[src/inc/flash_bus_regs.svh]
`ifndef FLASH_BUS_REGS_SVH
`define FLASH_BUS_REGS_SVH

// read configuration register fields
`define FB_RCR_RESET 16'h8000
`define FB_RCR_MODE_BIT 15
`define FB_RCR_LAT_MSB 14
`define FB_RCR_LAT_LSB 11
`define FB_RCR_WAIT_POL_BIT 10

// status register
`define FB_SR_RESET 8'h80
`define FB_SR_READY_BIT 7
`define FB_SR_ERASE_ERR_BIT 5
`define FB_SR_PROG_ERR_BIT 4
`define FB_SR_LOCK_ERR_BIT 1

// word offset bits inside one main block
`define FB_BLK_OFS_BITS 16

// command codes
`define FB_CMD_READ_ARRAY 8'hFF
`define FB_CMD_READ_STATUS 8'h70
`define FB_CMD_READ_ID 8'h90
`define FB_CMD_CLEAR_SR 8'h50
`define FB_CMD_PROG_SETUP 8'h40
`define FB_CMD_ERASE_SETUP 8'h20
`define FB_CMD_CFG_SETUP 8'h60
`define FB_CMD_CONFIRM 8'hD0
`define FB_CMD_SET_RCR 8'h03
`define FB_CMD_LOCK 8'h01
`define FB_CMD_LOCK_DOWN 8'h2F

// automation run times in clk cycles
`define FB_PROG_CYCLES 64
`define FB_ERASE_CYCLES 256

`endif

[src/inc/flash_bus_pkg.sv]
package flash_bus_pkg;
    typedef logic [15:0] word_t;
    typedef enum logic [1:0] {MODE_ARRAY, MODE_STATUS, MODE_ID} rd_mode_e;
    typedef enum logic [1:0] {PEND_NONE, PEND_PROG, PEND_ERASE, PEND_CFG}
        pend_e;
endpackage

[src/inc/flash_core_if.sv]
`timescale 1ns/1ps
interface flash_core_if #(parameter int ADDR_MSB = 25);
    logic wr_stb;
    logic [ADDR_MSB:1] wr_addr;
    flash_bus_pkg::word_t wr_data;
    logic [ADDR_MSB:1] rd_addr;
    flash_bus_pkg::word_t rd_data;
    flash_bus_pkg::word_t read_config_reg;
    logic hold_rst;
    logic wp_n;

    modport bus (output wr_stb, wr_addr, wr_data, rd_addr, hold_rst, wp_n,
        input rd_data, read_config_reg);
    modport core (input wr_stb, wr_addr, wr_data, rd_addr, hold_rst, wp_n,
        output rd_data, read_config_reg);
endinterface

[src/flash_core.sv]
`timescale 1ns/1ps
`include "flash_bus_regs.svh"
module flash_core #(
    parameter int ADDR_MSB = 25,
    parameter int MEM_AW = 4,
    parameter int PROG_CYCLES = `FB_PROG_CYCLES,
    parameter int ERASE_CYCLES = `FB_ERASE_CYCLES
)(
    input wire logic clk,
    input wire logic arst_n,
    flash_core_if.core cif
);
    import flash_bus_pkg::*;

    localparam int NBLK = 2 ** (ADDR_MSB - `FB_BLK_OFS_BITS);
    localparam int MW = 2 ** MEM_AW;
    localparam int CW = $clog2(ERASE_CYCLES + 1);

    generate
        if (MEM_AW < 1 || MEM_AW > `FB_BLK_OFS_BITS || PROG_CYCLES < 1 ||
            ERASE_CYCLES < PROG_CYCLES)
        begin : g_bad
            $error("flash_core: unusable parameters");
        end
    endgenerate

    word_t rcr_r, rcr_nxt;
    logic [7:0] sr_r, sr_nxt;
    rd_mode_e mode_r, mode_nxt;
    pend_e pend_r, pend_nxt;
    logic [CW-1:0] busy_r, busy_nxt;
    logic erase_r, erase_nxt;
    logic [MEM_AW-1:0] op_addr_r, op_addr_nxt;
    word_t op_data_r, op_data_nxt;
    logic [NBLK-1:0] lock_r, lock_nxt, ldn_r, ldn_nxt;
    word_t mem_r [MW];
    word_t mem_nxt [MW];
    logic [ADDR_MSB-`FB_BLK_OFS_BITS-1:0] blk;
    logic [7:0] cmd;

    // upper address bits name the block, a25 picks the die
    assign blk = cif.wr_addr[ADDR_MSB:`FB_BLK_OFS_BITS+1]; // [RL3] [RL5]
    assign cmd = cif.wr_data[7:0];
    assign cif.read_config_reg = rcr_r;

    always_comb
    begin
        unique case (mode_r)
            MODE_STATUS: cif.rd_data = {8'h00, sr_r};
            MODE_ID: cif.rd_data = rcr_r;
            default: cif.rd_data = mem_r[cif.rd_addr[MEM_AW:1]]; // [RL24]
        endcase
    end

    always_comb
    begin
        rcr_nxt = rcr_r;
        sr_nxt = sr_r;
        mode_nxt = mode_r;
        pend_nxt = pend_r;
        busy_nxt = busy_r;
        erase_nxt = erase_r;
        op_addr_nxt = op_addr_r;
        op_data_nxt = op_data_r;
        lock_nxt = lock_r;
        ldn_nxt = ldn_r;
        mem_nxt = mem_r;
        // automation runs to the end whatever the chip select does
        if (busy_r != '0)
        begin
            busy_nxt = busy_r - CW'(1); // [RL12]
            if (busy_r == CW'(1))
            begin
                if (erase_r)
                begin
                    for (int i = 0; i < MW; i++)
                        mem_nxt[i] = 16'hFFFF;
                end
                else
                    mem_nxt[op_addr_r] = mem_r[op_addr_r] & op_data_r;
            end
        end
        if (cif.wr_stb && busy_r != '0)
        begin
            if (cmd == `FB_CMD_READ_STATUS)
                mode_nxt = MODE_STATUS;
        end
        else if (cif.wr_stb)
        begin
            unique case (pend_r)
                PEND_PROG:
                begin
                    mode_nxt = MODE_STATUS;
                    if (lock_r[blk])
                    begin
                        sr_nxt[`FB_SR_PROG_ERR_BIT] = 1'b1;
                        sr_nxt[`FB_SR_LOCK_ERR_BIT] = 1'b1;
                    end
                    else
                    begin
                        busy_nxt = CW'(PROG_CYCLES);
                        erase_nxt = 1'b0;
                        op_addr_nxt = cif.wr_addr[MEM_AW:1];
                        op_data_nxt = cif.wr_data;
                    end
                end
                PEND_ERASE:
                begin
                    mode_nxt = MODE_STATUS;
                    if (cmd != `FB_CMD_CONFIRM)
                    begin
                        sr_nxt[`FB_SR_ERASE_ERR_BIT] = 1'b1;
                        sr_nxt[`FB_SR_PROG_ERR_BIT] = 1'b1;
                    end
                    else if (lock_r[blk])
                    begin
                        sr_nxt[`FB_SR_ERASE_ERR_BIT] = 1'b1;
                        sr_nxt[`FB_SR_LOCK_ERR_BIT] = 1'b1;
                    end
                    else
                    begin
                        busy_nxt = CW'(ERASE_CYCLES);
                        erase_nxt = 1'b1;
                    end
                end
                PEND_CFG:
                begin
                    if (cmd == `FB_CMD_SET_RCR)
                    begin
                        rcr_nxt = cif.wr_addr[16:1]; // [RL23]
                        mode_nxt = MODE_ARRAY;
                    end
                    else if (cmd == `FB_CMD_LOCK)
                        lock_nxt[blk] = 1'b1;
                    else if (cmd == `FB_CMD_LOCK_DOWN)
                    begin
                        lock_nxt[blk] = 1'b1;
                        ldn_nxt[blk] = 1'b1;
                    end
                    else if (cmd == `FB_CMD_CONFIRM)
                    begin
                        // protect low keeps lock-down; high lets it go
                        if (!ldn_r[blk] || cif.wp_n) // [RL16] [RL17]
                            lock_nxt[blk] = 1'b0;
                    end
                    else
                    begin
                        sr_nxt[`FB_SR_ERASE_ERR_BIT] = 1'b1;
                        sr_nxt[`FB_SR_PROG_ERR_BIT] = 1'b1;
                        mode_nxt = MODE_STATUS;
                    end
                end
                default:
                begin
                    unique case (cmd)
                        `FB_CMD_READ_ARRAY: mode_nxt = MODE_ARRAY;
                        `FB_CMD_READ_STATUS: mode_nxt = MODE_STATUS;
                        `FB_CMD_READ_ID: mode_nxt = MODE_ID;
                        `FB_CMD_CLEAR_SR: sr_nxt = `FB_SR_RESET;
                        `FB_CMD_PROG_SETUP: pend_nxt = PEND_PROG;
                        `FB_CMD_ERASE_SETUP: pend_nxt = PEND_ERASE;
                        `FB_CMD_CFG_SETUP: pend_nxt = PEND_CFG;
                        default: pend_nxt = PEND_NONE;
                    endcase
                end
            endcase
            if (pend_r != PEND_NONE)
                pend_nxt = PEND_NONE;
        end
        sr_nxt[`FB_SR_READY_BIT] = (busy_nxt == '0);
        // pin reset aborts automation; a run in its last busy cycle still writes its data
        if (cif.hold_rst)
        begin
            rcr_nxt = `FB_RCR_RESET; // [RL19]
            sr_nxt = `FB_SR_RESET; // [RL19]
            mode_nxt = MODE_ARRAY;
            pend_nxt = PEND_NONE;
            busy_nxt = '0; // [RL18] [RL20]
            erase_nxt = 1'b0;
        end
    end

    always_ff @(posedge clk or negedge arst_n)
    begin
        if (!arst_n)
        begin
            rcr_r <= `FB_RCR_RESET;
            sr_r <= `FB_SR_RESET;
            mode_r <= MODE_ARRAY;
            pend_r <= PEND_NONE;
            busy_r <= '0;
            erase_r <= 1'b0;
            op_addr_r <= '0;
            op_data_r <= 16'hFFFF;
            lock_r <= '0;
            ldn_r <= '0;
            for (int i = 0; i < MW; i++)
                mem_r[i] <= 16'hFFFF;
        end
        else
        begin
            rcr_r <= rcr_nxt;
            sr_r <= sr_nxt;
            mode_r <= mode_nxt;
            pend_r <= pend_nxt;
            busy_r <= busy_nxt;
            erase_r <= erase_nxt;
            op_addr_r <= op_addr_nxt;
            op_data_r <= op_data_nxt;
            lock_r <= lock_nxt;
            ldn_r <= ldn_nxt;
            mem_r <= mem_nxt;
        end
    end
endmodule

[src/nor_flash_bus_interface.sv]
`timescale 1ns/1ps
`include "flash_bus_regs.svh"
// Notes on behaviour
// [RL1] sync mode: capture at strobe rise or clock
// [RL2] async mode: capture on rise, flow while low
// [RL3] strobe low opens latches, upper bits pick block
// [RL4] 24 address bits, or 25 on big part
// [RL5] top address bit high picks top die
// [RL6] host reads with select and output enable
// [RL7] host writes with select and write enable
// [RL8] write latched at first rising strobe edge
// [RL9] data floats when select or enable off
// [RL10] output enable high floats data and wait
// [RL11] deselect is standby, all outputs floating
// [RL12] deselect never stops running program or erase
// [RL13] wait polarity from config bit ten
// [RL14] sync burst: wait asserted while data invalid
// [RL15] async and write modes keep wait deasserted
// [RL16] protect low keeps lock-down against unlock
// [RL17] protect high overrides lock-down
// [RL18] reset stops automation, writes, floats outputs
// [RL19] after reset: async array read, status 0x80
// [RL20] reset aborts program or erase midway
// [RL21] host waits after reset before access
// [RL22] host shares reset with its processor
// [RL23] sync burst only after config register set
// [RL24] lowest address pin is word bit zero
// [RL25] unused address strobe is tied low
module nor_flash_bus_interface #(
    parameter int ADDR_MSB = 25,
    parameter int MEM_AW = 4,
    parameter int PROG_CYCLES = `FB_PROG_CYCLES,
    parameter int ERASE_CYCLES = `FB_ERASE_CYCLES
)(
    // system
    input wire logic clk,
    input wire logic arst_n,
    // host control pins
    input wire logic bus_clk,
    input wire logic addr_valid_n,
    input wire logic ce_n,
    input wire logic oe_n,
    input wire logic we_n,
    input wire logic flash_rst_n,
    input wire logic wp_n,
    // address and data pins
    input wire logic [ADDR_MSB:1] addr,
    input wire flash_bus_pkg::word_t dq_in,
    output logic [15:0] dq_out,
    output logic dq_oe,
    // wait indicator and die select
    output logic wait_out,
    output logic wait_oe,
    output logic top_die_sel
);
    import flash_bus_pkg::*;

    localparam int AW = ADDR_MSB;
    localparam int SW = 7 + AW + 16;

    generate
        if (ADDR_MSB != 24 && ADDR_MSB != 25) // [RL4]
        begin : g_bad
            $error("nor_flash_bus_interface: address must be 24 or 25 bits");
        end
    endgenerate

    flash_core_if #(.ADDR_MSB(ADDR_MSB)) cif ();

    // two-flop synchroniser on every pin
    logic [SW-1:0] s1_r, s2_r;
    logic clk_s, adv_s, ce_s, oe_s, we_s, rst_s, wp_s;
    logic [AW:1] addr_s;
    word_t dq_s;

    always_ff @(posedge clk or negedge arst_n)
    begin
        if (!arst_n)
        begin
            s1_r <= '1;
            s2_r <= '1;
        end
        else
        begin
            s1_r <= {bus_clk, addr_valid_n, ce_n, oe_n, we_n, flash_rst_n,
                wp_n, addr, dq_in};
            s2_r <= s1_r;
        end
    end

    assign {clk_s, adv_s, ce_s, oe_s, we_s, rst_s, wp_s, addr_s, dq_s} = s2_r;

    // address latch and sync burst tracking
    logic clk_d_r, clk_d_nxt, adv_d_r, adv_d_nxt;
    logic [AW:1] lat_addr_r, lat_addr_nxt;
    logic cap_r, cap_nxt, bval_r, bval_nxt;
    logic [3:0] lat_cnt_r, lat_cnt_nxt;
    logic run, sync_mode, clk_rise, adv_rise, adv_fall;

    assign run = rst_s;
    // config reset value leaves sync mode off until software sets it
    assign sync_mode = ~cif.read_config_reg[`FB_RCR_MODE_BIT]; // [RL23]
    assign clk_rise = clk_s & ~clk_d_r;
    assign adv_rise = adv_s & ~adv_d_r;
    assign adv_fall = ~adv_s & adv_d_r;

    always_comb
    begin
        clk_d_nxt = clk_s;
        adv_d_nxt = adv_s;
        lat_addr_nxt = lat_addr_r;
        cap_nxt = cap_r;
        bval_nxt = bval_r;
        lat_cnt_nxt = lat_cnt_r;
        if (!run || ce_s)
        begin
            cap_nxt = 1'b0;
            bval_nxt = 1'b0;
        end
        else if (!sync_mode)
        begin
            if (!adv_s)
                lat_addr_nxt = addr_s; // [RL2] [RL3] [RL25]
            cap_nxt = 1'b0;
            bval_nxt = 1'b0;
        end
        else if (adv_fall)
        begin
            cap_nxt = 1'b0; // [RL3]
            bval_nxt = 1'b0;
        end
        else if (!cap_r && !adv_d_r && (adv_rise || clk_rise))
        begin
            lat_addr_nxt = addr_s; // [RL1]
            cap_nxt = 1'b1;
            lat_cnt_nxt = cif.read_config_reg[`FB_RCR_LAT_MSB:`FB_RCR_LAT_LSB];
        end
        else if (!cap_r && !adv_s) // latch open until something captures
            lat_addr_nxt = addr_s; // [RL3]
        else if (cap_r && clk_rise)
        begin
            if (lat_cnt_r != 4'h0)
                lat_cnt_nxt = lat_cnt_r - 4'h1;
            else
            begin
                if (bval_r)
                    lat_addr_nxt = lat_addr_r + AW'(1);
                bval_nxt = 1'b1;
            end
        end
    end

    always_ff @(posedge clk or negedge arst_n)
    begin
        if (!arst_n)
        begin
            clk_d_r <= 1'b1; // same as synchroniser reset: no false rise
            adv_d_r <= 1'b1;
            lat_addr_r <= '0;
            cap_r <= 1'b0;
            bval_r <= 1'b0;
            lat_cnt_r <= 4'h0;
        end
        else
        begin
            clk_d_r <= clk_d_nxt;
            adv_d_r <= adv_d_nxt;
            lat_addr_r <= lat_addr_nxt;
            cap_r <= cap_nxt;
            bval_r <= bval_nxt;
            lat_cnt_r <= lat_cnt_nxt;
        end
    end

    // write cycle: address and data held from the last active cycle
    logic wr_act, wr_act_r, wr_stb_r, wr_stb_nxt;
    logic [AW:1] wa_r, wa_nxt;
    word_t wd_r, wd_nxt;

    assign wr_act = run & ~ce_s & ~we_s & oe_s; // [RL18]

    always_comb
    begin
        wa_nxt = wa_r;
        wd_nxt = wd_r;
        if (wr_act)
        begin
            wa_nxt = sync_mode ? lat_addr_r : addr_s;
            wd_nxt = dq_s;
        end
        // first of the two strobes to rise ends the active window
        wr_stb_nxt = wr_act_r & ~wr_act & run; // [RL8]
    end

    always_ff @(posedge clk or negedge arst_n)
    begin
        if (!arst_n)
        begin
            wr_act_r <= 1'b0;
            wr_stb_r <= 1'b0;
            wa_r <= '0;
            wd_r <= '0;
        end
        else
        begin
            wr_act_r <= wr_act;
            wr_stb_r <= wr_stb_nxt;
            wa_r <= wa_nxt;
            wd_r <= wd_nxt;
        end
    end

    assign cif.wr_stb = wr_stb_r;
    assign cif.wr_addr = wa_r;
    assign cif.wr_data = wd_r;
    assign cif.rd_addr = lat_addr_r;
    assign cif.hold_rst = ~run; // [RL18] [RL20]
    assign cif.wp_n = wp_s;

    flash_core #(
        .ADDR_MSB(ADDR_MSB),
        .MEM_AW(MEM_AW),
        .PROG_CYCLES(PROG_CYCLES),
        .ERASE_CYCLES(ERASE_CYCLES)
    ) u_core (
        .clk(clk),
        .arst_n(arst_n),
        .cif(cif)
    );

    // output pins, all from flops
    logic [15:0] dq_nxt;
    logic dq_oe_nxt, wait_nxt, wait_oe_nxt, die_nxt, wait_act;

    always_comb
    begin
        dq_nxt = cif.rd_data;
        // deselect, output disable or reset float everything
        dq_oe_nxt = run & ~ce_s & ~oe_s & we_s; // [RL9] [RL11] [RL18]
        wait_oe_nxt = run & ~ce_s & ~oe_s; // [RL10] [RL11]
        // only a sync burst read ever asserts wait
        wait_act = sync_mode & we_s & ~bval_r; // [RL14] [RL15]
        wait_nxt = wait_act ? cif.read_config_reg[`FB_RCR_WAIT_POL_BIT]
            : ~cif.read_config_reg[`FB_RCR_WAIT_POL_BIT]; // [RL13]
        die_nxt = (AW == 25) & lat_addr_r[AW]; // [RL5]
    end

    always_ff @(posedge clk or negedge arst_n)
    begin
        if (!arst_n)
        begin
            dq_out <= '0;
            dq_oe <= 1'b0;
            wait_out <= 1'b0;
            wait_oe <= 1'b0;
            top_die_sel <= 1'b0;
        end
        else
        begin
            dq_out <= dq_nxt;
            dq_oe <= dq_oe_nxt;
            wait_out <= wait_nxt;
            wait_oe <= wait_oe_nxt;
            top_die_sel <= die_nxt;
        end
    end
endmodule

[config.mk]
export PLATFORM = sky130hd
export DESIGN_NAME = nor_flash_bus_interface
export DESIGN_NICKNAME = d
export VERILOG_FILES = /design/src/inc/flash_bus_pkg.sv /design/src/inc/flash_core_if.sv /design/src/flash_core.sv /design/src/nor_flash_bus_interface.sv
export VERILOG_INCLUDE_DIRS = /design/src /design/src/inc
export SDC_FILE = /design/constraint.sdc
export NUM_CORES = 2
export LEC_CHECK = 0
export ABC_AREA = 1
export BUFFER_PORTS_ARGS = -buffer_cell sky130_fd_sc_hd__buf_2
export CAP_MARGIN = 10
export CORE_ASPECT_RATIO = 1.1
export CORE_UTILIZATION = 30
export DETAILED_ROUTE_END_ITERATION = 16
export PLACE_DENSITY = 0.49
export REMOVE_ABC_BUFFERS = 1
export SLEW_MARGIN = 10
export SYNTH_ARGS = -nofsm -noshare
export SYNTH_HDL_FRONTEND = slang
export SYNTH_SLANG_ARGS = --single-unit
[constraint.sdc]
create_clock -name clk -period 7.6 [get_ports clk]
set_input_delay 1.52 -clock clk [delete_from_list [all_inputs] [get_ports clk]]
set_output_delay 1.52 -clock clk [all_outputs]
set_load 0.1 [all_outputs]
After elaboration in Yosys (flattened, before gate mapping) --
Index checks and enable logic that the tools add are counted.
Word-level totals: bits in registers 1530, input bits 50, logic and storage cells 291
Operators by class: add/subtract/negate cells 3, $lt $le $gt $ge 5, eq/ne operators 55, mux-type cells 101, bitwise logic cells 35, reduce and logical (&&, ||, !) cells 45
Operators by type and width (number):
- $mux 512 | 4
- $or 512x512->512 | 2
- $and 512x512->512 | 1
- $not 512->512 | 1
- $bwmux 256 | 1
- $mux 256 | 1
- $mux 25 | 9
- $mux 16 | 10
- $bmux 16 s4 | 2
- $demux 16 s4 | 1
- $mux 9 | 7
- $mux 2 | 18
- $reduce_and 6->1 | 6
- $eq 8x7->1 const B | 4
- $pmux 16 s2 | 1
- $mux 1 | 28
- $add 25x1->25 const B | 1
- $eq 8x8->1 const B | 3
- $ne 3x3->1 const B | 8
- $mux 7 | 3
- $reduce_and 4->1 | 5
- $reduce_bool 4->1 | 5
- $bmux 1 s9 | 2
- $pmux 9 s2 | 1
- 48 further kinds | 120

Logic depth before layout (Yosys ltp) --
word-level depth 10, gate-level depth with buffers 23, mapped depth without buffers 20

Cells and area by module --
From an unflattened synthesis, not the netlist that was laid out.
Second synthesis, totals: cell total of the unflattened synthesis 11216, area total of the unflattened synthesis 83017.1 sq um
By module, submodules not included:
- flash_core | instances 1, cells an instance 10496, area each 75668.8 sq um, sequential area each 33724.8 sq um
- nor_flash_bus_interface | instances 1, cells an instance 720, area each 7348.3 sq um, sequential area each 4927.2 sq um

Least setup slack after synthesis --
Ideal clock, no wire load.
kind reg-to-reg, from reg u_core.busy_r[0], to reg (tool-made name), library setup time 0.117 ns, arrival time 2.581 ns, setup slack 4.901 ns, stages on the path, launching flop included 16, buffers on the path 2, cells stage by stage dfrtp_1 inv_1 ha_1 inv_1 nor2_1 inv_1 nor2_1 inv_1 nor2_1 inv_1 nor3_2 clkbuf_1 clkbuf_1 nand3_1 nand2_1 nand2_1
RTL lines:
- from (decl) | RTL line flash_core.sv:31 | logic [CW-1:0] busy_r, busy_nxt;
- from (signal assigned) | RTL line flash_core.sv:206 | busy_r <= busy_nxt;

==> results.yml <==
yosys:
  yosys.area_share.simple_pct: 29.8
  synth_cells: 11100
  syn_avg_cell_area_um2: 7.45
  synth_xor_area_share_pct: 0.234
  synth_adder_area_share_pct: 0.152
  synth_top_cell_area_share_pct: 35.0
  synth_top_family_by_area: "simple AND/OR/NAND/NOR gates"
  yosysUniqueCellTypes: 45
  ys_warn_count: 0
  synth_top_cell_by_area: "dfrtp_1"
  synth_area_leaders: "dfrtp_1 35%, nand2_1 18%, dfstp_2 12%"
  yosys_register_bits: 1526
  syn-cell-area_mm2: 0.0824
  synth_compound_area_share_pct: 16.5
  seq_area_frac_synth_pct: 46.9
  muxShareOfSynthArea_pct: 0
job:
  cap_violations: 0
routing:
  wl_per_cell_um: 23.2
  drc: 0
  routed_wl_um: 337000
  ant_nets: 0
  vias_per_cell: 5.60
  drt_iter0_markers: 8260
  dr_total_vias: 81200
  drt_pass1_iterations: 9
global_routing:
  grt_pass1_vias: 79800
  grt-ovfl-total: 0
  antenna_found_initial: 8
  grt_max_degree: 185
  grtUsageTotal_pct: 23.8
  grt_first_pass_wirelength_um: 508000
cts:
  cts_hold_buffers: 0
  clock_sinks: 1526
  tritoncts: "built"
  cts_setup_buffers: 0
  clockRootBuffer: "clkbuf_16"
  htree_levels: 4
  ctsResizeCount: 0
  cts_buffer_depth: 4
  worstSkewPairLatency_ns: 0.88
  numCtsBuffers: 191
  clk_pin_slew_ns: 0.07
finish:
  final_layout_size_suffix_gt1_share_pct: 9.91
  final_cell_count_no_fill: 14500
  area_growth_syn_to_layout_pct: 13.0
  nets: 10800
  layout_common_cells: "3,983 x nand2_1, 1,149 x dfrtp_1, 804 x a21oi_1"
  layout_commonest_cell: "nand2_1"
placement:
  place_inst: 14200
  port_buffers: 69
  place_congestion: 0.849
  dp_hpwl_um: 187000
setup_path:
  worstPathCellList: "buf_4, nor2_4, buf_12, a22oi_1, a21oi_1, or2_0, nor2_1, nor2_1, nor2_1, nand2_1, nand2_1, nand2_1, nor2_1, nand3_1, nand2_8, buf_12, nand3_1, nand2_1, nand2_1"
  crit_type: "reg2reg"
  max_stage_delay_ns: 0.80
  r2r_cells: 19
  critPathMaxFanout: 126
  critPathMostFrequentCell: "nand2_1"
  worst_ep_arrival_time_ns: 6.94
  critPathSlowestCell: "dfrtp_4"
  cp-start-kind: "flop"
  endpoint_kind: "flop"
  critPathRequiredTime_ns: 8.33
power:
  ir_drop_mv: 0.177
  power.density_mw_per_mm2: 263
  p_leak_nw: 42.0
die:
  die_area_mm2: 0.277
  std_cell_rows: 201
  core_mm2: 0.273
  io_pins: 70
  dieWidth_um: 502
  start_util_pct: 30.2
  die_h_um: 552
sta:
  fmax_mhz: 161
  maxSlewViolCount: 0
  slew_headroom_pct: 6.75
  tns_ns: 0
  min_period_over_period_pct: 81.8
  period_needed_ns: 6.22
  timing.hold.ws_ns: 0.333
  worstMarginPinSlew_ns: 1.40
  hold_viol: 0
  rsz0062_at_grt: "false"
  setup_viol: 0
  finClkSkew_ns: 0.0511
hold_path:
  min_path_type: "reg2reg"
  hold_depth: 0
outcome:
  status: "complete, no violations"
[report_power, final]
group | internal (mW) | total, mW | switching (mW)
Clock | 5.63 | 9.46 | 3.82
Combinational | 1.15 | 4.84 | 3.68
Sequential | 9.44 | 10.2 | 0.723
[critical path: cells and delay by family (launching register included)]
| family | cells | cell delay (ns) |
|---|---|---|
| simple gates | 14 | 3.18 |
| buf+inv | 3 | 1.46 |
| flops | 1 | 0.80 |
| compound gates | 2 | 0.37 |
[area by class of cell]
cell class / instances / area, um^2
diodes: 3 / 7.51
clock buffers: 291 / 5950
clock inverters: 43 / 460
fillers: 28400 / 180000
inverters: 439 / 1690
multi-input cells: 8231 / 39100
flip-flops and latches: 1526 / 38700
well taps: 3654 / 4570
repair buffers: 303 / 2620
[worst paths after layout]
check | endpoint | start | slack, ns
worst max register to register | flop | cif.wr_addr[18]$_DFFE_PN0P_ | 1.38
min in group asynchronous | async pin | arst_n | 0.66
worst max-delay path | flop | cif.wr_addr[18]$_DFFE_PN0P_ | 1.38
worst min register to register | s2_r[18]$_DFF_PN1_ | s1_r[18]$_DFF_PN1_ | 0.33
worst min-delay path | s2_r[18]$_DFF_PN1_ | s1_r[18]$_DFF_PN1_ | 0.33
max in group asynchronous | async pin | arst_n | 5.17
[synth_stat cells, drive strengths merged]
library cell and n:
xor2 21, xnor2 1, clkbuf 598, nand3b 1, clkinv 4, nand2 3986
o21bai 302, or2 7, nor3 49, o21a 2, o311ai 1, buf 264
a21boi 48, o211ai 27, nand4 533, a21oi 809, a22o 1, dfrtp 1154
inv 435, a22oi 278, a211oi 1, o22ai 51, nor3b 3, a31oi 21
o21ai 531, ha 10, a32oi 1, o41ai 17, nor2 754, nor4 3
a311oi 1, a2111oi 1, a31o 3, o221ai 133, nand3 623, o31ai 12
dfstp 372
[stage by stage]
stage | setup WS [ns] | area [um^2] | utilization (%) | power [mW]
floorplan | -41.22 | 78800 | - | 12.6
global placement | 1.47 | 86600 | 31.7 | 14.9
detailed placement | 1.44 | 86600 | 31.8 | 15.0
CTS | 1.35 | 93100 | 34.1 | 24.5
global route | 1.26 | 93100 | 34.1 | 25.3
finish | 1.38 | 93100 | 34.1 | 24.5
[cells by family (layout without fill, tap and decap cells)]
group / after synthesis / in the layout
AO/OA/AOI/OAI: 2240 / 2240
buffers and inverters: 1301 / 1076
AND/OR/NAND/NOR: 5959 / 5959
flip-flops: 1526 / 1526
other: 0 / 3
adder cells (fa/ha/maj): 10 / 10
XOR/XNOR: 22 / 22
[layer usage]
metal  GRT usage, %  share of wire [%]  up-vias
met5              0             0.0068        -
met4           11.4                5.0        4
met3           3.44                7.1      837
met2           39.2                 46     3583
met1           30.6                 41    40400
li1               -                  -    36400
(Power assumes the default switching activity.)
